File: src/rtl/twsm_pkg.sv
// twsm_pkg: constants and types of the two-wire port (software master, hardware slave).
// assumes an 8-bit register port and a single 40 MHz core clock.
package twsm_pkg;

	// register offsets on the core register port
	localparam logic [7:0] OFF_CTL = 8'he8;
	localparam logic [7:0] OFF_BUF = 8'h9a;
	localparam logic [7:0] OFF_OWN = 8'h9b;
	localparam logic [7:0] OFF_SPCTL = 8'hc4;
	localparam logic [7:0] OFF_SECIE = 8'hc5;
	localparam logic [7:0] OFF_IE = 8'hc6;

	// reset values
	localparam logic [7:0] RST_CTL = 8'h00;
	localparam logic [7:0] RST_BUF = 8'h00;
	localparam logic [7:0] RST_OWN = 8'h55;
	localparam logic [7:0] RST_SPCTL = 8'h00;
	localparam logic [7:0] RST_SECIE = 8'h00;
	localparam logic [7:0] RST_IE = 8'h00;

	// two_wire_control field positions
	localparam int CTL_MDO = 7;
	localparam int CTL_MDE = 6;
	localparam int CTL_MCO = 5;
	localparam int CTL_MDI = 4;
	localparam int CTL_MSEL = 3;
	localparam int CTL_IFRST = 2;
	localparam int CTL_DIR = 1;
	localparam int CTL_FLAG = 0;

	// other control bits
	localparam int SPCTL_SPE = 5;
	localparam int SECIE_TW = 0;
	localparam int IE_GLOBAL = 7;

	// interrupt vector of the byte-done event
	localparam logic [15:0] IRQ_VECTOR = 16'h003b;

	// spike filter timing
	localparam int GLITCH_NS = 50;
	localparam int MCLK_MHZ = 40;
	localparam int FILT_CYC = (GLITCH_NS * MCLK_MHZ + 999) / 1000;

	// slave controller states
	typedef enum logic [3:0] {
		ST_IDLE,
		ST_ADDR,
		ST_ADDR_ACK,
		ST_RX,
		ST_RX_ACK,
		ST_TX,
		ST_TX_ACK,
		ST_WAIT,
		ST_HALT
	} twsm_state_t;

endpackage

File: src/rtl/twsm_port.sv
// twsm_port: two-wire serial port, software master mode and hardware slave mode.
// assumes pins are open-drain wires resolved outside; pin inputs are asynchronous to mclk.
//
// Behaviour
// - master select set means software master; clear means hardware slave.
// - with data drive enable set, data pin follows the data output value bit.
// - in master mode the clock pin is always driven from the clock output bit.
// - software clears data drive enable to receive; the data driver is released.
// - with driver off, data pin is caught into the input bit on clock rising edges.
// - after reset the port is a hardware slave, master select clear.
// - the port works only while the serial peripheral enable bit is clear.
// - slave matches own address and exchanges bytes through the byte buffer.
// - start, matching address and direction bit set the byte-done flag.
// - core interrupt needs port interrupt enable and global interrupt enable.
// - a byte buffer access clears byte-done flag and pending interrupt, except in a cycle where hardware sets the flag.
// - one buffer access per event; a second one halts the slave until reset bit.
// - the byte-done interrupt vectors to a fixed address after each byte.
// - the first byte in the buffer is the address plus direction bit.
// - direction flag holds the master's direction bit; software writes or reads.
// - after a valid address the clock pin is held low until the flag clears.
// - every byte followed by acknowledge sets the flag; none after not-acknowledge.
// - stop, or not-acknowledge at sequence end, returns the slave to idle.
// - interface reset bit forces the slave idle until software clears it.
// - both pin inputs are filtered against spikes shorter than the glitch width.
//
// Strobed register access and the register offsets were decided locally.
`timescale 1ns/1ps

module twsm_port
	import twsm_pkg::*;
#(
	parameter int FILT_CYCLES = FILT_CYC
) (
	// clock and reset
	input wire logic mclk,
	input wire logic rst,
	// register port
	input wire logic [7:0] reg_addr,
	input wire logic [7:0] reg_wdata,
	input wire logic reg_wr,
	input wire logic reg_rd,
	output logic [7:0] reg_rdata,
	// serial data pin
	input wire logic serial_data_pin_in,
	output logic serial_data_pin_out,
	output logic serial_data_pin_oe_n,
	// serial clock pin
	input wire logic serial_clock_pin_in,
	output logic serial_clock_pin_out,
	output logic serial_clock_pin_oe_n,
	// core interrupt
	output logic irq,
	output logic [15:0] irq_vector
);

	localparam int FW = $clog2(FILT_CYCLES + 1);

	// control bits
	logic sda_out_value_r;
	logic sda_drive_enable_r;
	logic scl_out_value_r;
	logic sda_in_sample_r;
	logic master_select_r;
	logic interface_reset_bit_r;
	logic direction_flag_r;
	logic byte_done_flag_r;
	logic [7:0] own_address_reg_r;
	logic [7:0] byte_buffer_reg_r;
	logic [7:0] serial_periph_control_r;
	logic [7:0] secondary_irq_enable_reg_r;
	logic [7:0] irq_enable_reg_r;
	logic used_r;

	// slave controller
	twsm_state_t state_r;
	logic [7:0] shift_r;
	logic [3:0] bit_cnt_r;
	logic seen_rise_r;
	logic sda_low_r;

	// outputs
	logic [7:0] rdata_r;
	logic sda_pin_r;
	logic sda_oe_n_r;
	logic scl_pin_r;
	logic scl_oe_n_r;
	logic irq_r;
	logic [15:0] irq_vector_r;

	// filtered pins and edges
	logic [1:0] pin_raw;
	logic [1:0] pin_filt;
	logic sda_f;
	logic scl_f;
	logic sda_prev_r;
	logic scl_prev_r;
	logic scl_rise;
	logic scl_fall;
	logic start_det;
	logic stop_det;

	logic serial_periph_enable;
	logic master_en;
	logic slave_en;
	logic buf_acc;
	logic second_acc;
	logic ok_c;
	logic flag_set_c;
	logic load_buf_c;

	assign pin_raw = {serial_clock_pin_in, serial_data_pin_in};

	// two flops then a stability counter per line; a level is taken only after it held
	// for more than the glitch width, which costs that much latency on every edge
	genvar gi;
	generate
		for (gi = 0; gi < 2; gi++) begin : g_filt
			logic s1_r;
			logic s2_r;
			logic f_r;
			logic [FW-1:0] cnt_r;
			always_ff @(posedge mclk) begin
				if (rst) begin
					s1_r <= 1'b1;
					s2_r <= 1'b1;
					f_r <= 1'b1;
					cnt_r <= '0;
				end else begin
					s1_r <= pin_raw[gi];
					s2_r <= s1_r;
					if (s2_r == f_r) begin
						cnt_r <= '0;
					end else if (cnt_r == FW'(FILT_CYCLES)) begin
						f_r <= s2_r;
						cnt_r <= '0;
					end else begin
						cnt_r <= cnt_r + FW'(1);
					end
				end
			end
			assign pin_filt[gi] = f_r;
		end
	endgenerate

	assign sda_f = pin_filt[0];
	assign scl_f = pin_filt[1];

	always_ff @(posedge mclk) begin
		if (rst) begin
			sda_prev_r <= 1'b1;
			scl_prev_r <= 1'b1;
		end else begin
			sda_prev_r <= sda_f;
			scl_prev_r <= scl_f;
		end
	end

	assign scl_rise = scl_f && !scl_prev_r;
	assign scl_fall = !scl_f && scl_prev_r;
	assign start_det = scl_f && scl_prev_r && !sda_f && sda_prev_r;
	assign stop_det = scl_f && scl_prev_r && sda_f && !sda_prev_r;

	assign serial_periph_enable = serial_periph_control_r[SPCTL_SPE];
	assign master_en = !serial_periph_enable && master_select_r;
	assign slave_en = !serial_periph_enable && !master_select_r;
	assign buf_acc = (reg_wr || reg_rd) && (reg_addr == OFF_BUF);
	assign second_acc = buf_acc && used_r && slave_en;
	assign ok_c = slave_en && !interface_reset_bit_r && !second_acc && !start_det && !stop_det;

	// a byte closes on the falling clock edge that ends its acknowledge bit
	always_comb begin
		flag_set_c = 1'b0;
		load_buf_c = 1'b0;
		if (ok_c && scl_fall && seen_rise_r) begin
			case (state_r)
				ST_ADDR_ACK, ST_RX_ACK: begin
					flag_set_c = 1'b1;
					load_buf_c = 1'b1;
				end
				ST_TX_ACK: begin
					flag_set_c = 1'b1;
				end
				default: begin
					flag_set_c = 1'b0;
				end
			endcase
		end
	end

	// software-written control bits
	always_ff @(posedge mclk) begin
		if (rst) begin
			sda_out_value_r <= RST_CTL[CTL_MDO];
			sda_drive_enable_r <= RST_CTL[CTL_MDE];
			scl_out_value_r <= RST_CTL[CTL_MCO];
			master_select_r <= RST_CTL[CTL_MSEL];
			interface_reset_bit_r <= RST_CTL[CTL_IFRST];
			own_address_reg_r <= RST_OWN;
			serial_periph_control_r <= RST_SPCTL;
			secondary_irq_enable_reg_r <= RST_SECIE;
			irq_enable_reg_r <= RST_IE;
		end else if (reg_wr) begin
			case (reg_addr)
				OFF_CTL: begin
					sda_out_value_r <= reg_wdata[CTL_MDO];
					sda_drive_enable_r <= reg_wdata[CTL_MDE];
					scl_out_value_r <= reg_wdata[CTL_MCO];
					master_select_r <= reg_wdata[CTL_MSEL];
					interface_reset_bit_r <= reg_wdata[CTL_IFRST];
				end
				OFF_OWN: own_address_reg_r <= reg_wdata;
				OFF_SPCTL: serial_periph_control_r <= reg_wdata;
				OFF_SECIE: secondary_irq_enable_reg_r <= reg_wdata;
				OFF_IE: irq_enable_reg_r <= reg_wdata;
				default: begin
				end
			endcase
		end
	end

	// master receive: pin level caught on each rising clock while the driver is off
	always_ff @(posedge mclk) begin
		if (rst) begin
			sda_in_sample_r <= RST_CTL[CTL_MDI];
		end else if (master_en && !sda_drive_enable_r && scl_rise) begin
			sda_in_sample_r <= sda_f;
		end
	end

	// byte buffer, byte-done flag and access tracking; a hardware set beats a clear
	always_ff @(posedge mclk) begin
		if (rst) begin
			byte_buffer_reg_r <= RST_BUF;
			byte_done_flag_r <= RST_CTL[CTL_FLAG];
			used_r <= 1'b0;
		end else begin
			if (load_buf_c) begin
				byte_buffer_reg_r <= shift_r;
			end else if (reg_wr && reg_addr == OFF_BUF) begin
				byte_buffer_reg_r <= reg_wdata;
			end
			if (flag_set_c) begin
				byte_done_flag_r <= 1'b1;
			end else if (buf_acc) begin
				byte_done_flag_r <= 1'b0;
			end
			if (flag_set_c || interface_reset_bit_r) begin
				used_r <= 1'b0;
			end else if (buf_acc) begin
				used_r <= 1'b1;
			end
		end
	end

	// hardware slave controller
	always_ff @(posedge mclk) begin
		if (rst || interface_reset_bit_r || !slave_en) begin
			state_r <= ST_IDLE;
			shift_r <= 8'h00;
			bit_cnt_r <= 4'h0;
			seen_rise_r <= 1'b0;
			sda_low_r <= 1'b0;
			direction_flag_r <= RST_CTL[CTL_DIR];
		end else if (second_acc || state_r == ST_HALT) begin
			state_r <= ST_HALT;
			sda_low_r <= 1'b0;
		end else if (stop_det) begin
			state_r <= ST_IDLE;
			sda_low_r <= 1'b0;
		end else if (start_det) begin
			state_r <= ST_ADDR;
			bit_cnt_r <= 4'h0;
			sda_low_r <= 1'b0;
		end else begin
			case (state_r)
				ST_IDLE: begin
					sda_low_r <= 1'b0;
				end
				ST_ADDR, ST_RX: begin
					if (scl_rise) begin
						shift_r <= {shift_r[6:0], sda_f};
						bit_cnt_r <= bit_cnt_r + 4'h1;
					end else if (scl_fall && bit_cnt_r == 4'h8) begin
						seen_rise_r <= 1'b0;
						if (state_r == ST_RX) begin
							state_r <= ST_RX_ACK;
							sda_low_r <= 1'b1;
						end else if (shift_r[7:1] == own_address_reg_r[6:0]) begin
							state_r <= ST_ADDR_ACK;
							sda_low_r <= 1'b1;
							direction_flag_r <= shift_r[0];
						end else begin
							state_r <= ST_IDLE;
						end
					end
				end
				ST_ADDR_ACK, ST_RX_ACK: begin
					if (scl_rise) begin
						seen_rise_r <= 1'b1;
					end else if (scl_fall && seen_rise_r) begin
						sda_low_r <= 1'b0;
						state_r <= ST_WAIT;
					end
				end
				ST_TX: begin
					if (scl_rise) begin
						bit_cnt_r <= bit_cnt_r + 4'h1;
					end else if (scl_fall) begin
						if (bit_cnt_r == 4'h8) begin
							sda_low_r <= 1'b0;
							seen_rise_r <= 1'b0;
							state_r <= ST_TX_ACK;
						end else begin
							sda_low_r <= !shift_r[6];
							shift_r <= {shift_r[6:0], 1'b0};
						end
					end
				end
				ST_TX_ACK: begin
					if (scl_rise) begin
						if (sda_f) begin
							state_r <= ST_IDLE;
						end else begin
							seen_rise_r <= 1'b1;
						end
					end else if (scl_fall && seen_rise_r) begin
						state_r <= ST_WAIT;
					end
				end
				ST_WAIT: begin
					// leave only once software has serviced the byte
					if (!byte_done_flag_r && !flag_set_c) begin
						bit_cnt_r <= 4'h0;
						if (direction_flag_r) begin
							state_r <= ST_TX;
							shift_r <= byte_buffer_reg_r;
							sda_low_r <= !byte_buffer_reg_r[7];
						end else begin
							state_r <= ST_RX;
						end
					end
				end
				default: begin
					state_r <= ST_IDLE;
				end
			endcase
		end
	end

	// pin drivers; the slave only ever pulls low, the master drives both levels
	always_ff @(posedge mclk) begin
		if (rst || serial_periph_enable) begin
			sda_pin_r <= 1'b1;
			sda_oe_n_r <= 1'b1;
			scl_pin_r <= 1'b1;
			scl_oe_n_r <= 1'b1;
		end else if (master_select_r) begin
			sda_pin_r <= sda_out_value_r;
			sda_oe_n_r <= !sda_drive_enable_r;
			scl_pin_r <= scl_out_value_r;
			scl_oe_n_r <= 1'b0;
		end else begin
			sda_pin_r <= !sda_low_r;
			sda_oe_n_r <= !sda_low_r;
			scl_pin_r <= state_r != ST_WAIT;
			scl_oe_n_r <= state_r != ST_WAIT;
		end
	end

	// core interrupt request and its vector
	always_ff @(posedge mclk) begin
		if (rst) begin
			irq_r <= 1'b0;
			irq_vector_r <= 16'h0000;
		end else begin
			irq_r <= byte_done_flag_r && secondary_irq_enable_reg_r[SECIE_TW] &&
				irq_enable_reg_r[IE_GLOBAL];
			irq_vector_r <= (byte_done_flag_r && secondary_irq_enable_reg_r[SECIE_TW] &&
				irq_enable_reg_r[IE_GLOBAL]) ? IRQ_VECTOR : 16'h0000;
		end
	end

	// read data stand only in the cycle after the read strobe
	always_ff @(posedge mclk) begin
		if (rst || !reg_rd) begin
			rdata_r <= 8'h00;
		end else begin
			case (reg_addr)
				OFF_CTL: rdata_r <= {sda_out_value_r, sda_drive_enable_r, scl_out_value_r, sda_in_sample_r,
					master_select_r, interface_reset_bit_r, direction_flag_r, byte_done_flag_r};
				OFF_OWN: rdata_r <= own_address_reg_r;
				OFF_BUF: rdata_r <= byte_buffer_reg_r;
				OFF_SPCTL: rdata_r <= serial_periph_control_r;
				OFF_SECIE: rdata_r <= secondary_irq_enable_reg_r;
				OFF_IE: rdata_r <= irq_enable_reg_r;
				default: rdata_r <= 8'h00;
			endcase
		end
	end

	assign reg_rdata = rdata_r;
	assign serial_data_pin_out = sda_pin_r;
	assign serial_data_pin_oe_n = sda_oe_n_r;
	assign serial_clock_pin_out = scl_pin_r;
	assign serial_clock_pin_oe_n = scl_oe_n_r;
	assign irq = irq_r;
	assign irq_vector = irq_vector_r;
endmodule // twsm_port

File: config.mk
export PLATFORM = sky130hd
export DESIGN_NAME = twsm_port
export DESIGN_NICKNAME = d
export VERILOG_FILES = /design/src/rtl/twsm_pkg.sv /design/src/rtl/twsm_port.sv
export SDC_FILE = /design/constraint.sdc
export NUM_CORES = 1
export LEC_CHECK = 0
export BUFFER_PORTS_ARGS = -buffer_cell sky130_fd_sc_hd__buf_2
export CAP_MARGIN = 15
export CORE_MARGIN = 4
export CORE_UTILIZATION = 45
export CTS_CLUSTER_DIAMETER = 120
export DETAILED_ROUTE_END_ITERATION = 8
export PLACE_DENSITY = 0.68
export SYNTH_ARGS = -nofsm -noshare
export SYNTH_HDL_FRONTEND = slang
export SYNTH_SLANG_ARGS = --single-unit
File: constraint.sdc
create_clock -name mclk -period 2.39 [get_ports mclk]
set_clock_uncertainty 0.15 [all_clocks]
set_input_delay 0.1195 -clock mclk [delete_from_list [all_inputs] [get_ports mclk]]
set_output_delay 0.1195 -clock mclk [all_outputs]
set_load 0.02 [all_outputs]
Yosys cells after proc, flatten, opt, wreduce, memory -nomap -nowiden
Index checks and enable logic that the tools add are counted.
Cells by class
  add/sub/neg operators: 3
  equal/unequal tests: 56
  mux-type cells: 63
  bitwise operators: 8
  reduce and logical (&&, ||, !) cells: 82
Operators by type and width (number)
  $mux W4: 16
  $mux W8: 8
  $eq A8 B8 Y1 const B: 6
  $pmux W8 S6: 1
  $ne A5 B5 Y1 const B: 7
  $ne A2 B2 Y1 const B: 15
  $mux W1: 29
  $ne A3 B3 Y1 const B: 9
  $reduce_and A9 Y1: 3
  $logic_and A1 B1 Y1: 26
  $pmux W4 S6: 1
  $pmux W8 S3: 1
  $reduce_and A10 Y1: 2
  $logic_not A1 Y1: 18
  $eq A4 B3 Y1 const B: 4
  $reduce_or A3 Y1: 5
  $reduce_and A2 Y1: 7
  $reduce_and A12 Y1: 1
  $eq A4 B2 Y1 const B: 2
  $eq A4 B4 Y1 const B: 2
  $ne A4 B4 Y1 const B: 2
  $not A1 Y1: 8
  $pmux W4 S2: 1
  $reduce_and A8 Y1: 1
  23 further kinds: 37
Storage, ports and cells
  register bits after elaboration: 108
  bits of input ports: 22
  output and inout port bits: 29
  word-level logic and storage cells: 250

Depth between registers and ports, before layout
Gate-level depths: netlist (run 1).
  depth in word-level cells: 18
  mapped depth: 8
  depth with buffers taken out: 7

Worst setup path after synthesis (run 1)
OpenSTA, ideal clock, no wires.
  path kind: register to register
  from: reg state_r[3]
  to: reg bit_cnt_r[3]
  library setup time: 0.071 ns
  data arrival time: 1.747 ns
  data required time: 2.169 ns
  slack: 0.422 ns
  stages on the path, launching flop included: 8
  path buffers: 2
  clock period less this slack: 1.968 ns
  cell sequence: dfxtp_1 buf_6 nor4b_4 a41o_1 or2_1 buf_6 or4_1 a21oi_1
On the way
  longest elaborated chain between the ends: 8
  elaborated cells between the ends (all ways): 22
  classes of those cells: eq/ne (10); mux (4); bitwise (1); reduce/logical (7)
RTL lines
  start: declaration: RTL line twsm_port.sv:75  | twsm_state_t state_r;
  start signal: assignment: RTL line twsm_port.sv:258  | state_r <= ST_IDLE;
  start signal: assignment: RTL line twsm_port.sv:265  | state_r <= ST_HALT;
  start signal: assignment: RTL line twsm_port.sv:268  | state_r <= ST_IDLE;
  $eq A4 B3 Y1 / $eq A4 B2 Y1 (equally long branches): RTL line twsm_port.sv:175  | case (state_r)
  $reduce_or A3 Y1 (no source line)
  $mux W1: RTL line twsm_port.sv:175
  $mux W1: RTL line twsm_port.sv:174  | if (ok_c && scl_fall && seen_rise_r) begin
  $logic_not A1 Y1: RTL line twsm_port.sv:332  | if (!byte_done_flag_r && !flag_set_c) begin
  $logic_and A1 B1 Y1: RTL line twsm_port.sv:332
  $ne A3 B3 Y1 (no source line)
  $reduce_and A5 Y1 (no source line)
  end signal: assignment: RTL line twsm_port.sv:282  | bit_cnt_r <= bit_cnt_r + 4'h1;
  end signal: assignment: RTL line twsm_port.sv:307  | bit_cnt_r <= bit_cnt_r + 4'h1;
  end: declaration: RTL line twsm_port.sv:77  | logic [3:0] bit_cnt_r;
Parallel ways exist; a longest one is shown, timed or not.
A chain may end at the register's enable or synchronous reset.

Worst setup path after layout (run 1)
  from: reg state_r[0]
  to: reg bit_cnt_r[3]
The elaborated chain is that of the path after synthesis.

==> run_results.csv, run 1 <==
group,metric,value,unit
status,status,"complete, no violations",
global_routing,grt_antenna_before_repair,0,
timing,finalSetupTns,0,ns
critical_path,crit_fanout,10,
timing,finalMaxSlewViolations,0,
synth,yosys_warnings,0,
critical_path,worst_setup_path_start_kind,"flip-flop",
clocking,cts_tree,"built",
detailed_routing,drt_first_pass_iters,7,
layout,fill_cells,952,
timing,grt_setup_unrepaired,"no",
global_routing,grt_max_degree,62,
power_and_ir_drop,p_per_area,540.8,nW/µm²
floorplanning,core,10230,µm²
layout,nNetsFinal,622,
synth,synth_compound_area_frac,0.1620,
placement,place_area,4986,µm²
synth,yosys.area_share.simple,0.2801,
detailed_routing,vias,4364,
floorplanning,fp-row-count,37,
detailed_routing,route.detailed.drc,0,
hold_path,min_path_cells,4,
layout,final_common_cell,"dfxtp_1",
timing,period_share,0.9324,
synth,yosys_register_bits,92,
synth,syn_inst,557,
synth,synth_edf_count,0,
synth,async_flop_share,0,
clocking,path_clk_slew,0.10,ns
detailed_routing,viasPerCell,5.929,
global_routing,grt_remaining_overflow,0,
critical_path,cp.arrival,2.37,ns
global_routing,grt_pass1_vias,4166,
floorplanning,io_pins,51,
critical_path,rrSetupSlack,0.16,ns
placement,place_congestion,0.9221,
timing,slew_headroom,0.5935,
critical_path,r2r-start,"state_r[0]",
power_and_ir_drop,leakage,2.159,nW
synth,synth_top_family_by_area,"simple AND/OR/NAND/NOR gates",
detailed_routing,drt-total-wl,13000,µm
hold_path,hp-start,"reg_rd",
hold_path,hold_class,"in -> reg",
clocking,cts_root_buf,"clkbuf_8",
timing,finalHoldViolCount,0,
critical_path,required,2.53,ns
timing,finalSetupViolations,0,
layout,antennaDiodeCount,0,
power_and_ir_drop,p_total,2.877,mW
global_routing,grt_usage,0.2201,
synth,synth.mux.area_fraction,0.06197,
critical_path,reg2reg_to,"bit_cnt_r[3]",
layout,area_delta_synth_final,13.09,%
layout,drive_above_1_share,0.1633,
floorplanning,initial_core_util,0.4598,
run,cap_violations,0,
synth,synth-adder-area-share,0.01064,
synth,synth-main-ff-cell,"dfxtp_1",
timing,fmax,0.4487,GHz
global_routing,grt_first_pass_wirelength,20780,µm
timing,timing.hold.ws,0.09676,ns
floorplanning,dieArea,12150,µm²
critical_path,crit_path_end_kind,"flip-flop",
clocking,cts_buffers,9,
clocking,cts_max_level,3,
critical_path,reg2reg_depth,5,
floorplanning,die_w,110.2,µm
clocking,cts.sinks,92,
clocking,clk_latency,0.37,ns
timing,worst_slew_pin_slew,0.6097,ns
hold_path,min_to,"used_r",
detailed_routing,wl_per_cell,17.66,µm
floorplanning,die_y,110.2,µm
placement,io_buffers,39,
critical_path,path_class,"reg -> reg",
synth,post_synth.cell_area_avg,8.446,µm²
placement,hpwl,9061,µm
timing,period_minus_slack,2.228,ns
synth,synth_xor_area_frac,0.01862,
synth,synthDistinctLibCells,66,
synth,yosysSeqAreaShare,0.3915,
clocking,cts_buffer_depth,2,
layout,stdcell_area,5320,µm²
detailed_routing,ant_nets,0,
power_and_ir_drop,ir_drop,343.4,µV
layout,layout_common_cells,"92 x dfxtp_1, 55 x nand2_1, 50 x a21oi_1",
synth,netlist_area,4705,µm²
detailed_routing,drtIter0Drc,297,
-- cell type report --
cell class	instances	area (µm²)	area share
well taps	136	170.2	0.03198
clock inverters	6	93.84	0.01764
inverters	11	41.29	0.007761
multi-input cells	407	2556	0.4805
repair buffers	75	493.0	0.09266
flip-flops and latches	92	1842	0.3462
clock buffers	9	123.9	0.02328
-- cell usage after synthesis (4+ instances only) --
master / count / area (µm²)
dfxtp_1: 92 / 1842
nand2_1: 55 / 206.5
a21oi_1: 50 / 250.2
nor2_1: 42 / 157.7
nand3_1: 31 / 155.2
mux2i_1: 28 / 280.3
clkbuf_1: 26 / 97.59
buf_4: 16 / 120.1
and3_1: 13 / 81.33
nor3_1: 13 / 65.06
o21ai_0: 13 / 65.06
inv_1: 11 / 41.29
nor2b_1: 11 / 68.82
buf_2: 10 / 50.05
a311oi_1: 9 / 78.83
nand4_1: 8 / 50.05
or2_2: 8 / 50.05
xor2_1: 8 / 70.07
nand2b_1: 7 / 43.79
nand3b_1: 6 / 45.04
nand4b_1: 6 / 52.55
a221oi_1: 5 / 43.79
a2bb2oi_1: 4 / 35.03
ha_1: 4 / 50.05
nor3b_1: 4 / 30.03
nor4_1: 4 / 25.02
o211ai_1: 4 / 30.03
or3_1: 4 / 25.02
-- power by group --
group | leakage, nW | switching, mW | internal (mW) | total, mW
registers | 0.742 | 0.00339 | 1.54 | 1.54
clock network | 0.107 | 0.584 | 0.595 | 1.18
logic | 1.31 | 0.106 | 0.0516 | 0.157
-- worst max path at each step --
stage                           from      endpoint  slack (ns)  cells after the start
after detailed placement  state_r[0]    shift_r[0]        0.15                      5
after floorplan           state_r[3]  bit_cnt_r[3]        0.42                      7
final                     state_r[0]  bit_cnt_r[3]        0.16                      5
after CTS                 state_r[0]    shift_r[0]        0.13                      5
after global routing      state_r[0]  bit_cnt_r[3]        0.05                      5
after global placement    state_r[2]    shift_r[0]        0.22                      6
-- flip-flops by register name, summed over array words and instances (netlist names), 2 cells and up --
signal,flops
byte_buffer_reg_r,8
irq_enable_reg_r,8
own_address_reg_r,8
reg_rdata,8
secondary_irq_enable_reg_r,8
serial_periph_control_r,8
shift_r,8
bit_cnt_r,4
g_filt.cnt_r,4
state_r,4
g_filt.f_r,2
g_filt.s1_r,2
g_filt.s2_r,2
-- stage by stage --
stage | utilization | worst slack [ns] | std cells
after floorplan | - | 0.4219 | 567
after global placement | 0.4873 | 0.2158 | 710
after detailed placement | 0.4873 | 0.1470 | 710
after CTS | 0.5194 | 0.1313 | 736
after global routing | 0.5200 | 0.05428 | 736
final | 0.5200 | 0.1616 | 736
-- logic make-up after synthesis --
family	Yosys count
AO/OA/AOI/OAI	116
XOR/XNOR	10
adder cells (fa/ha/maj)	4
buffers and inverters	68
flip-flops	92
multiplexers	29
other	1
AND/OR/NAND/NOR	237
-- critical path, stage by stage (launching register included) --
cell	delay, ns
dfxtp_1	0.56
nor4b_4	0.09
a41o_1	0.29
or2_1	0.36
or4_1	0.54
a21oi_1	0.17
-- layer usage --
layer  track usage  share of wire
met1        0.2804           0.41
met2        0.3614           0.48
met3       0.02854          0.069
met4        0.1196          0.041
met5             0              0
-- repair_timing --
item,CTS,global route
setup endpoints to repair,0,5
setup buffers,0,0
endpoints found under the hold margin,46,0
hold buffers,11,0
resized for setup,0,1
Power figures use the tool's default switching activity.
==> inputs of run 2 (changes only) <==
--- a/config.mk
+++ b/config.mk
@@ -8,10 +8,10 @@
 export BUFFER_PORTS_ARGS = -buffer_cell sky130_fd_sc_hd__buf_2
 export CAP_MARGIN = 15
 export CORE_MARGIN = 4
-export CORE_UTILIZATION = 45
+export CORE_UTILIZATION = 50
 export CTS_CLUSTER_DIAMETER = 120
 export DETAILED_ROUTE_END_ITERATION = 8
-export PLACE_DENSITY = 0.68
+export PLACE_DENSITY = 0.74
 export SYNTH_ARGS = -nofsm -noshare
 export SYNTH_HDL_FRONTEND = slang
 export SYNTH_SLANG_ARGS = --single-unit
==> run_results.csv, run 2 (same netlist as run 1, synthesis figures left out) <==
group,metric,value,unit
critical_path,crit_path_end_kind,"flip-flop",
placement,place_area,4962,µm²
clocking,cts_max_level,3,
layout,area_delta_synth_final,11.46,%
timing,setup_ws,0.1611,ns
run,cap_violations,0,
critical_path,reg2reg_to,"state_r[2]",
global_routing,grt_first_pass_wirelength,20910,µm
timing,grt_setup_unrepaired,"no",
placement,preCtsSetupSlack,0.1833,ns
placement,io_buffers,39,
floorplanning,initial_core_util,0.5116,
hold_path,min_path_cells,5,
global_routing,grt_usage,0.2324,
placement,dp.cells,686,
layout,final_common_cell,"dfxtp_1",
clocking,path_clk_slew,0.10,ns
layout,drive_above_1_share,0.1647,
layout,layout_common_cells,"92 x dfxtp_1, 55 x nand2_1, 50 x a21oi_1",
clocking,cts_tree,"built",
floorplanning,io_pins,51,
power_and_ir_drop,ir_drop,408.4,µV
global_routing,grt_remaining_overflow,0,
power_and_ir_drop,p_per_area,510.3,nW/µm²
clocking,cts_root_buf,"clkbuf_8",
timing,slew_headroom,0.6016,
clocking,clk_latency,0.36,ns
layout,antennaDiodeCount,0,
detailed_routing,viasPerCell,6.052,
global_routing,grt_max_degree,62,
clocking,cts_buffer_depth,2,
hold_path,hp-start,"reg_addr[0]",
detailed_routing,route.detailed.drc,0,
floorplanning,fp-row-count,35,
layout,stdcell_area,5244,µm²
critical_path,crit_fanout,10,
power_and_ir_drop,leakage,2.139,nW
detailed_routing,drt-total-wl,12540,µm
placement,hpwl,8876,µm
detailed_routing,drt_first_pass_iters,8,
timing,finalHoldViolCount,0,
global_routing,grt_pass1_vias,4221,
critical_path,required,2.48,ns
hold_path,min_to,"state_r[3]",
timing,timing.hold.ws,0.06240,ns
clocking,cts_buffers,9,
critical_path,rrSetupSlack,0.16,ns
floorplanning,die_w,105,µm
critical_path,r2r-start,"serial_periph_control_r[5]",
hold_path,hold_class,"in -> reg",
timing,finalSetupTns,0,ns
layout,instances_no_fill,712,
clocking,cts.sinks,92,
floorplanning,dieArea,11030,µm²
global_routing,grt_antenna_before_repair,0,
detailed_routing,drtIter0Drc,312,
timing,period_minus_slack,2.229,ns
layout,nNetsFinal,622,
detailed_routing,wl_per_cell,17.62,µm
timing,period_share,0.9326,
timing,finalSetupViolations,0,
placement,place_congestion,0.9514,
critical_path,worst_setup_path_start_kind,"flip-flop",
floorplanning,core,9196,µm²
timing,fmax,0.4487,GHz
critical_path,path_class,"reg -> reg",
detailed_routing,vias,4309,
critical_path,cp.arrival,2.32,ns
floorplanning,die_y,105,µm
timing,worst_slew_pin_slew,0.5977,ns
detailed_routing,ant_nets,0,
clocking,post-cts-setup-buffer-count,0,
status,status,"complete, no violations",
critical_path,reg2reg_depth,5,
timing,finalMaxSlewViolations,0,
## run 2: power by group
group          leakage, nW  total (mW)  switching (mW)  internal [mW]
clock               0.0877       0.980           0.590          0.390
combinational         1.31       0.155           0.103         0.0512
sequential           0.742        1.54         0.00334           1.54
## run 2: repair_timing
action                                  4_1_cts  5_1_grt
resized for setup                             0        1
hold buffers                                 10        0
hold endpoints to repair                     47        0
endpoints found under the setup margin        0        6
## run 2: layer usage
layer / GRT usage / wire, µm / up-vias
met4: 0.1078 / 428 / 0
li1: - / - / 2072
met1: 0.2933 / 4959 / 2026
met5: 0 / 0 / -
met2: 0.3795 / 6291 / 173
met3: 0.04818 / 863 / 38
## run 2: metrics by stage
stage / utilization / power (mW)
floorplan: - / 1.673
global placement: 0.5396 / 1.712
detailed placement: 0.5396 / 1.715
CTS: 0.5695 / 2.690
global route: 0.5702 / 2.768
finish: 0.5702 / 2.676
## run 2: cell type report
type	count	area, µm²
Clock buffer	10	127.6
Clock inverter	6	47.55
Fill cell	845	3953
Inverter	11	41.29
Multi-Input combinational cell	407	2556
Sequential cell	92	1842
Tap cell	111	138.9
Timing Repair Buffer	75	490.5
## run 2: how the worst max path moves through the flow
| stage | from | end | cells past startpoint |
|---|---|---|---|
| final | serial_periph_control_r[5] | state_r[2] | 5 |
| after detailed placement | g_filt[1].f_r | shift_r[0] | 5 |
| after global routing | serial_periph_control_r[5] | bit_cnt_r[2] | 5 |
| after global placement | serial_periph_control_r[5] | state_r[2] | 5 |
| after floorplan | state_r[3] | bit_cnt_r[3] | 7 |
| after CTS | g_filt[1].f_r | shift_r[0] | 5 |
## run 2: critical path: stages (launching register included)
cell and delay (ns):
dfxtp_1 0.39, or4b_4 0.57, nor4_4 0.41, or2_1 0.34, or3_1 0.20, a311oi_1 0.05
==> inputs of run 3 (changes only) <==
--- a/config.mk
+++ b/config.mk
@@ -8,10 +8,10 @@
 export BUFFER_PORTS_ARGS = -buffer_cell sky130_fd_sc_hd__buf_2
 export CAP_MARGIN = 15
 export CORE_MARGIN = 4
-export CORE_UTILIZATION = 50
+export CORE_UTILIZATION = 40
 export CTS_CLUSTER_DIAMETER = 120
 export DETAILED_ROUTE_END_ITERATION = 8
-export PLACE_DENSITY = 0.74
+export PLACE_DENSITY = 0.62
 export SYNTH_ARGS = -nofsm -noshare
 export SYNTH_HDL_FRONTEND = slang
 export SYNTH_SLANG_ARGS = --single-unit
==> run_results.csv, run 3 (same netlist as run 1, synthesis figures left out) <==
group,metric,value,unit
status,status,"complete, no violations",
detailed_routing,viasPerCell,5.751,
power_and_ir_drop,p_per_area,583.4,nW/µm²
detailed_routing,ant_nets,0,
detailed_routing,drt-total-wl,12900,µm
detailed_routing,wl_per_cell,17.34,µm
floorplanning,die_w,116.5,µm
timing,period_minus_slack,2.161,ns
critical_path,worstSetupStartpoint,"state_r[0]",
placement,io_buffers,39,
floorplanning,dieArea,13560,µm²
timing,period_share,0.9041,
floorplanning,core,11470,µm²
detailed_routing,drt_first_pass_iters,5,
timing,finalSetupViolations,0,
timing,setup_ws,0.2291,ns
clocking,cts.sinks,92,
hold_path,hp-start,"rst",
critical_path,cp.arrival,2.29,ns
detailed_routing,vias,4279,
global_routing,grt_remaining_overflow,0,
critical_path,rrSetupSlack,0.23,ns
floorplanning,die_y,116.5,µm
critical_path,r2r-start,"state_r[0]",
global_routing,grt_max_degree,62,
placement,preCtsSetupSlack,0.1497,ns
critical_path,worst_setup_path_start_kind,"flip-flop",
global_routing,grt_first_pass_wirelength,20700,µm
timing,fmax,0.4628,GHz
layout,layout_common_cells,"92 x dfxtp_1, 55 x nand2_1, 50 x a21oi_1",
clocking,clk_latency,0.36,ns
timing,grt_setup_unrepaired,"no",
power_and_ir_drop,p_total,3.163,mW
layout,nNetsFinal,623,
clocking,cts_max_level,3,
placement,hpwl,9256,µm
layout,stdcell_area,5421,µm²
critical_path,reg2reg_depth,5,
clocking,cts_buffers,9,
hold_path,min_path_cells,3,
clocking,cts_root_buf,"clkbuf_16",
timing,finalSetupTns,0,ns
global_routing,grt_antenna_before_repair,0,
critical_path,reg2reg_to,"bit_cnt_r[3]",
clocking,cts_buffer_depth,2,
critical_path,crit_path_end_kind,"flip-flop",
layout,drive_above_1_share,0.1664,
clocking,path_clk_slew,0.06,ns
detailed_routing,drtIter0Drc,350,
placement,place_congestion,0.9694,
layout,area_delta_synth_final,15.24,%
layout,final_common_cell,"dfxtp_1",
critical_path,path_class,"reg -> reg",
power_and_ir_drop,ir_drop,429.0,µV
floorplanning,io_pins,51,
power_and_ir_drop,leakage,2.206,nW
global_routing,grt_usage,0.1980,
floorplanning,fp-row-count,39,
run,cap_violations,0,
timing,finalMaxSlewViolations,0,
global_routing,grt_pass1_vias,3961,
clocking,cts_tree,"built",
timing,finalHoldViolCount,0,
critical_path,required,2.52,ns
floorplanning,initial_core_util,0.4103,
critical_path,endpoint,"bit_cnt_r[3]",
layout,antennaDiodeCount,0,
placement,place_area,5002,µm²
timing,slew_headroom,0.6091,
timing,worst_slew_pin_slew,0.5863,ns
hold_path,hold_class,"in -> reg",
timing,timing.hold.ws,0.04527,ns
critical_path,crit_fanout,13,
detailed_routing,route.detailed.drc,0,
## run 3: changes by cell type in the layout (fill, tap and decap cells not counted)
| cell | before | now |
|---|---|---|
| clkbuf_1 | 1 | 0 |
| bufinv_16 | 0 | 1 |
| inv_6 | 3 | 1 |
| clkbuf_8 | 9 | 1 |
| dlygate4sd3_1 | 10 | 11 |
| or2_1 | 1 | 0 |
| clkbuf_16 | 0 | 9 |
| clkinvlp_4 | 1 | 0 |
| or2_4 | 0 | 1 |
| clkinv_4 | 1 | 2 |
## run 3: what timing repair did
item | CTS | global route
hold buffers | 11 | 0
hold endpoints to repair | 41 | 0
buffers inserted | 0 | 0
setup endpoints to repair | 0 | 10
gates resized for setup | 0 | 2
## run 3: per-layer routing
metal	track usage	routed length, µm	share of wire
met5	0	0	0
met4	0.1075	405	0.031
met3	0.03523	700	0.054
met2	0.3009	5934	0.46
met1	0.2668	5857	0.45
## run 3: worst min path at each step
stage	end	slack, ns
5_1_grt	state_r[3]	0.07
4_1_cts	state_r[3]	0.02
3_5_place_dp	g_filt[0].s1_r	0.16
2_1_floorplan	g_filt[0].s1_r	0.07
6_report	state_r[3]	0.05
3_3_place_gp	g_filt[0].s1_r	0.16
## run 3: per-stage QoR
stage,utilization,cells
final,0.4728,744
after CTS,0.4720,744
after floorplan,-,567
after detailed placement,0.4362,718
after global routing,0.4728,744
after global placement,0.4362,718
## run 3: critical path, cell delays in order (launching register included)
cell	delay, ns
dfxtp_1	0.61
nor4b_4	0.09
a41o_1	0.28
or2_4	0.32
or4_1	0.50
a21oi_1	0.15
## run 3: power breakdown
group | switching, mW | total, mW | internal, mW
Combinational | 0.104 | 0.158 | 0.0538
Clock | 0.624 | 1.46 | 0.839
Sequential | 0.00357 | 1.54 | 1.54
## run 3: final cells by class
| class | count | area, µm² |
|---|---|---|
| flip-flops and latches | 92 | 1842 |
| multi-input cells | 407 | 2559 |
| well taps | 143 | 178.9 |
| inverters | 11 | 41.29 |
| repair buffers | 76 | 500.5 |
| fillers | 1103 | 6046 |
| clock inverters | 5 | 61.31 |
| clock buffers | 10 | 239.0 |
